<file path="src/msp_pkg.sv">
// Purpose: shared constants and types for the status and performance register bank
// Assumes: plain register port, 32-bit read data, word addresses
// Notes:   offsets are word indices on the register port
package msp_pkg;

  // ----------------------------------------------------------------
  // sizes
  // ----------------------------------------------------------------
  localparam int unsigned ADDR_W      = 8;
  localparam int unsigned DATA_W      = 32;
  localparam int unsigned CREDIT_W    = 10;
  localparam int unsigned CNT_W       = 64;
  localparam int unsigned MAX_LANES   = 16;
  localparam int unsigned NUM_CNT     = 5;

  // ----------------------------------------------------------------
  // register offsets
  // ----------------------------------------------------------------
  localparam logic [ADDR_W-1:0] OFS_GENERAL  = 8'h00;
  localparam logic [ADDR_W-1:0] OFS_CREDIT   = 8'h01;
  localparam logic [ADDR_W-1:0] OFS_INVERT   = 8'h02;
  localparam logic [ADDR_W-1:0] OFS_LOCK     = 8'h03;
  localparam logic [ADDR_W-1:0] OFS_ALIGN    = 8'h04;
  localparam logic [ADDR_W-1:0] OFS_INIT     = 8'h05;
  localparam logic [ADDR_W-1:0] OFS_CNT_BASE = 8'h10;

  // ----------------------------------------------------------------
  // field positions
  // ----------------------------------------------------------------
  localparam int unsigned GEN_LINK_UP_BIT  = 0;
  localparam int unsigned GEN_TRAIN_BIT    = 1;
  localparam int unsigned GEN_SLEEP_BIT    = 2;
  localparam int unsigned GEN_MIRROR_BIT   = 3;
  localparam int unsigned GEN_SERDES_BIT   = 4;
  localparam int unsigned CRD_REMOTE_LSB   = 0;
  localparam int unsigned CRD_LOCAL_LSB    = 16;
  localparam int unsigned ALN_FULL_LSB     = 16;
  localparam int unsigned INIT_PHASE_LSB   = 0;
  localparam int unsigned INIT_ALL_BIT     = 2;
  localparam int unsigned INIT_REMOTE_BIT  = 3;

  // ----------------------------------------------------------------
  // counter indices
  // ----------------------------------------------------------------
  localparam int unsigned CNT_BAD      = 0;
  localparam int unsigned CNT_NONPOST  = 1;
  localparam int unsigned CNT_POSTED   = 2;
  localparam int unsigned CNT_READ     = 3;
  localparam int unsigned CNT_RESP     = 4;

  // ----------------------------------------------------------------
  // reset values
  // ----------------------------------------------------------------
  localparam logic [DATA_W-1:0] RST_ZERO = 32'h0000_0000;

  // transmit init phase encodings
  typedef enum logic [1:0] {
    first_null_phase        = 2'h0,
    training_sequence_phase = 2'h1,
    second_null_phase       = 2'h3
  } msp_tx_phase_t;

  // link status from the controller's link logic
  typedef struct packed {
    logic                 link_operational_flag;
    logic                 training_active_flag;
    logic                 low_power_active_flag;
    logic                 lane_order_mirrored_flag;
    logic                 serdes_ready_flag;
    logic [CREDIT_W-1:0]  remote_buffer_credit;
    logic [CREDIT_W-1:0]  local_buffer_credit;
    logic [MAX_LANES-1:0] lane_inversion_map;
    logic [MAX_LANES-1:0] lane_lock_map;
    logic [MAX_LANES-1:0] lane_partial_align_map;
    logic [MAX_LANES-1:0] lane_full_align_map;
    logic [1:0]           transmit_init_phase;
    logic                 remote_training_seen_flag;
  } msp_status_t;

  // one-cycle event pulses, one per counter
  typedef struct packed {
    logic response;
    logic read_request;
    logic posted_write;
    logic nonposted_request;
    logic bad_packet;
  } msp_events_t;

  // register port request
  typedef struct packed {
    logic [ADDR_W-1:0] addr;
    logic [DATA_W-1:0] wdata;
    logic              wr;
    logic              rd;
  } msp_req_t;

endpackage

</file>
<file path="src/msp_status_regs.sv">
// Purpose: read-only link status and 64-bit event counters for a memory controller
// Assumes: status and events come from logic on ref_clk_i, so no synchronisers
// Notes:   counters read as two words, low word at even index, high word next
//
// The register addresses and strobed register access were left to the implementer.
`timescale 1ns/1ps

module msp_status_regs
  import msp_pkg::*;
#(
  parameter int unsigned NUM_LANES = 16
)
(
  // clock and reset
  input  wire logic                      ref_clk_i,
  input  wire logic                      rstn_i,
  // link logic
  input  wire msp_pkg::msp_status_t      status_i,
  input  wire msp_pkg::msp_events_t      events_i,
  // register port
  input  wire msp_pkg::msp_req_t         req_i,
  output logic [msp_pkg::DATA_W-1:0]     rdata_o
);
  import msp_pkg::*;

  // ----------------------------------------------------------------
  // state
  // ----------------------------------------------------------------
  typedef struct packed {
    msp_status_t                 stat;
    logic [NUM_CNT-1:0][CNT_W-1:0] cnt;
    logic [DATA_W-1:0]           rdata;
  } msp_state_t;

  msp_state_t state;
  msp_state_t next_state;

  localparam logic [MAX_LANES-1:0] LANE_MASK = MAX_LANES'((17'h1 << NUM_LANES) - 17'h1);

  function automatic logic [DATA_W-1:0] lane_word(input logic [MAX_LANES-1:0] m);
    lane_word = {16'h0000, m & LANE_MASK};
  endfunction

  // ----------------------------------------------------------------
  // next state
  // ----------------------------------------------------------------
  always_comb
  begin
    logic [NUM_CNT-1:0] ev;
    logic [ADDR_W-1:0]  idx;
    next_state = state;
    ev         = events_i;
    idx        = req_i.addr - OFS_CNT_BASE;
    // status fields follow the link logic every cycle
    next_state.stat = status_i;
    next_state.stat.lane_lock_map          = status_i.lane_lock_map & LANE_MASK;
    next_state.stat.lane_partial_align_map = status_i.lane_partial_align_map & LANE_MASK;
    next_state.stat.lane_full_align_map    = status_i.lane_full_align_map & LANE_MASK;
    next_state.stat.lane_inversion_map     = status_i.lane_inversion_map & LANE_MASK;
    for (int i = 0; i < NUM_CNT; i++)
    begin
      if (ev[i])
      begin
        next_state.cnt[i] = state.cnt[i] + 64'h1;
      end
    end
    // read data is held between reads; writes never touch state
    if (req_i.rd)
    begin
      case (req_i.addr)
        OFS_GENERAL:
        begin
          next_state.rdata = RST_ZERO;
          next_state.rdata[GEN_LINK_UP_BIT] = state.stat.link_operational_flag;
          next_state.rdata[GEN_TRAIN_BIT]   = state.stat.training_active_flag;
          next_state.rdata[GEN_SLEEP_BIT]   = state.stat.low_power_active_flag;
          next_state.rdata[GEN_MIRROR_BIT]  = state.stat.lane_order_mirrored_flag;
          next_state.rdata[GEN_SERDES_BIT]  = state.stat.serdes_ready_flag;
        end
        OFS_CREDIT:
        begin
          next_state.rdata = RST_ZERO;
          next_state.rdata[CRD_REMOTE_LSB +: CREDIT_W] = state.stat.remote_buffer_credit;
          next_state.rdata[CRD_LOCAL_LSB +: CREDIT_W]  = state.stat.local_buffer_credit;
        end
        OFS_INVERT: next_state.rdata = lane_word(state.stat.lane_inversion_map);
        OFS_LOCK:   next_state.rdata = lane_word(state.stat.lane_lock_map);
        OFS_ALIGN:
        begin
          next_state.rdata = lane_word(state.stat.lane_partial_align_map);
          next_state.rdata[ALN_FULL_LSB +: MAX_LANES] = state.stat.lane_full_align_map;
        end
        OFS_INIT:
        begin
          next_state.rdata = RST_ZERO;
          next_state.rdata[INIT_PHASE_LSB +: 2] = state.stat.transmit_init_phase;
          // summary derived here so it always agrees with the full map
          next_state.rdata[INIT_ALL_BIT] =
            (state.stat.lane_full_align_map == LANE_MASK);
          next_state.rdata[INIT_REMOTE_BIT] = state.stat.remote_training_seen_flag;
        end
        default:
        begin
          // counters: two words each; anything else reads zero
          if (req_i.addr >= OFS_CNT_BASE && idx < ADDR_W'(2 * NUM_CNT))
          begin
            next_state.rdata = idx[0] ? state.cnt[idx[3:1]][63:32]
                                      : state.cnt[idx[3:1]][31:0];
          end
          else
          begin
            next_state.rdata = RST_ZERO;
          end
        end
      endcase
    end
  end

  always_ff @(posedge ref_clk_i)
  begin
    if (!rstn_i)
    begin
      state <= '0;
    end
    else
    begin
      state <= next_state;
    end
  end

  assign rdata_o = state.rdata;
endmodule // msp_status_regs

</file>
<file path="config.mk">
export PLATFORM = sky130hd
export DESIGN_NAME = msp_status_regs
export DESIGN_NICKNAME = d
export VERILOG_FILES = /design/src/msp_pkg.sv /design/src/msp_status_regs.sv
export SDC_FILE = /design/constraint.sdc
export NUM_CORES = 1
export LEC_CHECK = 0
export ABC_CLOCK_PERIOD_IN_PS = 3900
export BUFFER_PORTS_ARGS = -buffer_cell sky130_fd_sc_hd__buf_4
export CAP_MARGIN = 20
export CORE_ASPECT_RATIO = 2
export CORE_MARGIN = 4
export CORE_UTILIZATION = 36
export DETAILED_ROUTE_END_ITERATION = 8
export GPL_TIMING_DRIVEN = 0
export HOLD_SLACK_MARGIN = 0.15
export SETUP_SLACK_MARGIN = 0.1
export SYNTH_ARGS = -nofsm -noshare
export SYNTH_HDL_FRONTEND = slang
export SYNTH_SLANG_ARGS = --single-unit
</file>
<file path="constraint.sdc">
create_clock -name ref_clk_i -period 3.9 [get_ports ref_clk_i]
set_input_delay 0.195 -clock ref_clk_i [delete_from_list [all_inputs] [get_ports ref_clk_i]]
set_output_delay 0.195 -clock ref_clk_i [all_outputs]
set_load 0.01 [all_outputs]
</file>
==> results.yml <==
placement:
  dp.cells: 3443
  gp_congestion: 0.997
  port_buffers: 135
  place_ws_ns: 0.211
  place_hpwl_um: 77100
sta:
  drv_slew: 0
  whs_ns: 0.183
  layout_setup_ws_ns: 0.339
  fin_crit_ns: 3.56
  fmax_ghz: 0.281
  fin_skew_ns: 0.0144
  tns_ns: 0
  finalSetupViolCount: 0
  hold_viol: 0
  rsz0062_at_grt: "false"
  worstMarginPinSlew_ns: 1.14
  fin_crit_sh_pct: 91.3
  slew_headroom_pct: 23.7
min_path:
  hp-class: "input pin to flip-flop"
  hp-start: "req_i[0]"
  hold_end: "rdata_o[17]"
  holdPathStages: 3
yosys:
  synth_top_family_by_area: "simple AND/OR/NAND/NOR gates"
  synth_cell_types: 56
  synth_top_area_share_pct: 40.2
  synth_common_cells: "444 x dfxtp_1, 209 x nor2_1, 177 x a21oi_1"
  yosysWarnings: 0
  ys.flop_type: "dfxtp_1"
  syn_inst: 2526
  syn_avg_cell_area_sq_um: 8.75
  yosysTopAreaCell: "dfxtp_1"
  synthTopCellsByArea: "dfxtp_1 40%, mux4_2 5.3%, nand4_1 4.1%"
  synth_fp_nets: 2672
  syn_area_sq_mm: 0.0221
  synthMuxAreaShare_pct: 7.83
  synth-edff-count: 0
  ys_seq_area_share_pct: 40.2
  synth_xor_area_share_pct: 6.06
  yosysMostFrequentCell: "dfxtp_1"
  synth.ff_latch_count: 444
  yosys.area_share.adder_pct: 0.283
  synth_compound_gate_area_share_pct: 14.3
  async_reset_ff_share_pct: 0
  synthSimpleGateAreaFrac_pct: 26.8
routing:
  via_per_inst: 5.99
  first_pass_iters: 8
  vias: 21693
  ant_nets: 0
  drc: 0
  wirelength_um: 97000
  drt_iter0_drc: 1819
  wl_per_cell_um: 26.8
clock_network:
  clkLatencyLatePin_ns: 0.58
  cts_buffers: 42
  cts-resized-gates: 0
  postCtsSetupRepairBufs: 0
  clk_pin_slew_ns: 0.07
  cts_root_buffer: "clkbuf_16"
  cts.sinks: 444
  ctsHoldBuffers: 99
  cts_buffer_depth: 3
  htreeDepth: 2
  cts_tree: "built"
setup_path:
  required_ns: 4.40
  r2r-end: "state[323]"
  rr_worst_depth: 8
  cp-start-kind: "flip-flop"
  rr_startpoint: "state[303]"
  r2r_setup_slack_ns: 0.34
  slowest_delay_ns: 0.73
  slowest_stage: "nor2_1"
  crit_fanout: 10
  crit_top_cell: "clkbuf_1"
  path_class: "flip-flop to flip-flop"
  end_kind: "flip-flop"
  crit_path_cell_trace: "nand3_1, nor2_1, clkbuf_1, buf_8, nand4_1, clkbuf_1, or3_1, a21oi_1"
  arrival_ns: 4.06
final_layout:
  nFillCells: 5871
  area_growth_syn_to_layout_pct: 20.3
  layout-drive-gt1-share_pct: 11.9
  nNetsFinal: 2953
  stdcell_count: 3621
  seqCellArea_sq_mm: 0.00889
  multiInputGateArea_sq_mm: 0.0123
floorplan:
  design.die.area_sq_mm: 0.0657
  initial_core_util_pct: 36.3
  pin_count: 173
  die_y_um: 358
  rows: 128
  die_x_um: 183
  core_area_sq_mm: 0.0609
flow_run:
  drv_cap: 0
status:
  outcome: "complete, no violations"
pwr:
  leakage_nw: 8.78
  peakVddDrop_mv: 0.267
  power_w: 0.00982
  powerDensity_mw_per_mm2: 369
global_route:
  antenna_found_initial: 2
  overflow: 0
  first_global_vias: 21623
  grt_max_degree: 16
  grt_usage_pct: 28.5
  grt_pass1_wl_um: 139000
==> worst max path at each step <==
stage                          start           to  cells past startpoint
final                     state[303]   state[323]                      8
after global routing      state[300]   state[323]                      8
after CTS                 state[301]   state[323]                      7
after floorplan           state[195]   state[210]                      7
after detailed placement   req_i[35]  rdata_o[28]                      8
after global placement     req_i[41]  rdata_o[23]                      6
==> area by class of cell <==
class	instances	share of cell area [%]
Antenna cell	1	0.00941
Buffer	182	3.09
Clock buffer	56	4.49
Clock inverter	21	0.951
Inverter	44	0.621
Multi-Input combinational cell	1856	46.1
Sequential cell	444	33.4
Tap cell	780	3.67
Timing Repair Buffer	237	7.64
==> where the power goes <==
| part | switching [W] | total [W] | leakage [nW] | internal (W) |
|---|---|---|---|---|
| Clock | 0.00195 | 0.00445 | 0.699 | 0.00250 |
| Combinational | 0.000409 | 0.000712 | 4.48 | 0.000303 |
| Sequential | 0.0000508 | 0.00466 | 3.61 | 0.00461 |
| Total | 0.00241 | 0.00982 | 8.78 | 0.00741 |
==> kinds of logic (layout without fill, tap and decap cells) <==
| group | count (synthesis) | in the layout |
|---|---|---|
| DFF | 444 | 444 |
| buffers and inverters | 226 | 540 |
| xor gates and xnor gates | 153 | 153 |
| and+or+nand+nor | 1088 | 1088 |
| AOI/OAI and AO/OA | 505 | 505 |
| other | 0 | 1 |
| adders and majority gates | 5 | 5 |
| muxes | 105 | 105 |
==> state kept, by name, indices dropped and copies added, names as in the netlist <==
signal   count
rdata_o     32
state      412
==> per-stage QoR <==
| step | instance area [sq um] | utilization [%] |
|---|---|---|
| CTS | 26600 | 43.7 |
| global route | 26600 | 43.7 |
| finish | 26600 | 43.7 |
| global placement | 24100 | 39.6 |
| detailed placement | 24100 | 39.7 |
| floorplan | 22100 | - |
==> worst max-delay path, delay by kind of cell (launching register included) <==
family	cells	cell delay, ns
AOI/OAI and AO/OA	1	0.14
buffers and inverters	3	1.01
DFF	1	0.69
and+or+nand+nor	4	1.64
==> layout by cell type, fill, tap and decap left out, types with 96 or more instances in the layout <==
cell,n
o21ai_0,134
nand2_1,144
buf_4,168
and2_1,109
nor2_1,209
clkbuf_1,130
xor2_1,96
nand3_1,142
nand4_1,146
a21oi_1,177
dlygate4sd3_1,99
dfxtp_1,444
==> routing by layer <==
layer	vias to the layer above	share of wire, %	routed length, um	GRT usage [%]
met5	-	0	0	0
met3	361	5.4	5270	3.97
met2	1022	52	50100	53.0
li1	9917	-	-	-
met4	0	12	11200	26.9
met1	10393	31	30500	26.0
Note: power is estimated with default switching activity, not from simulation.
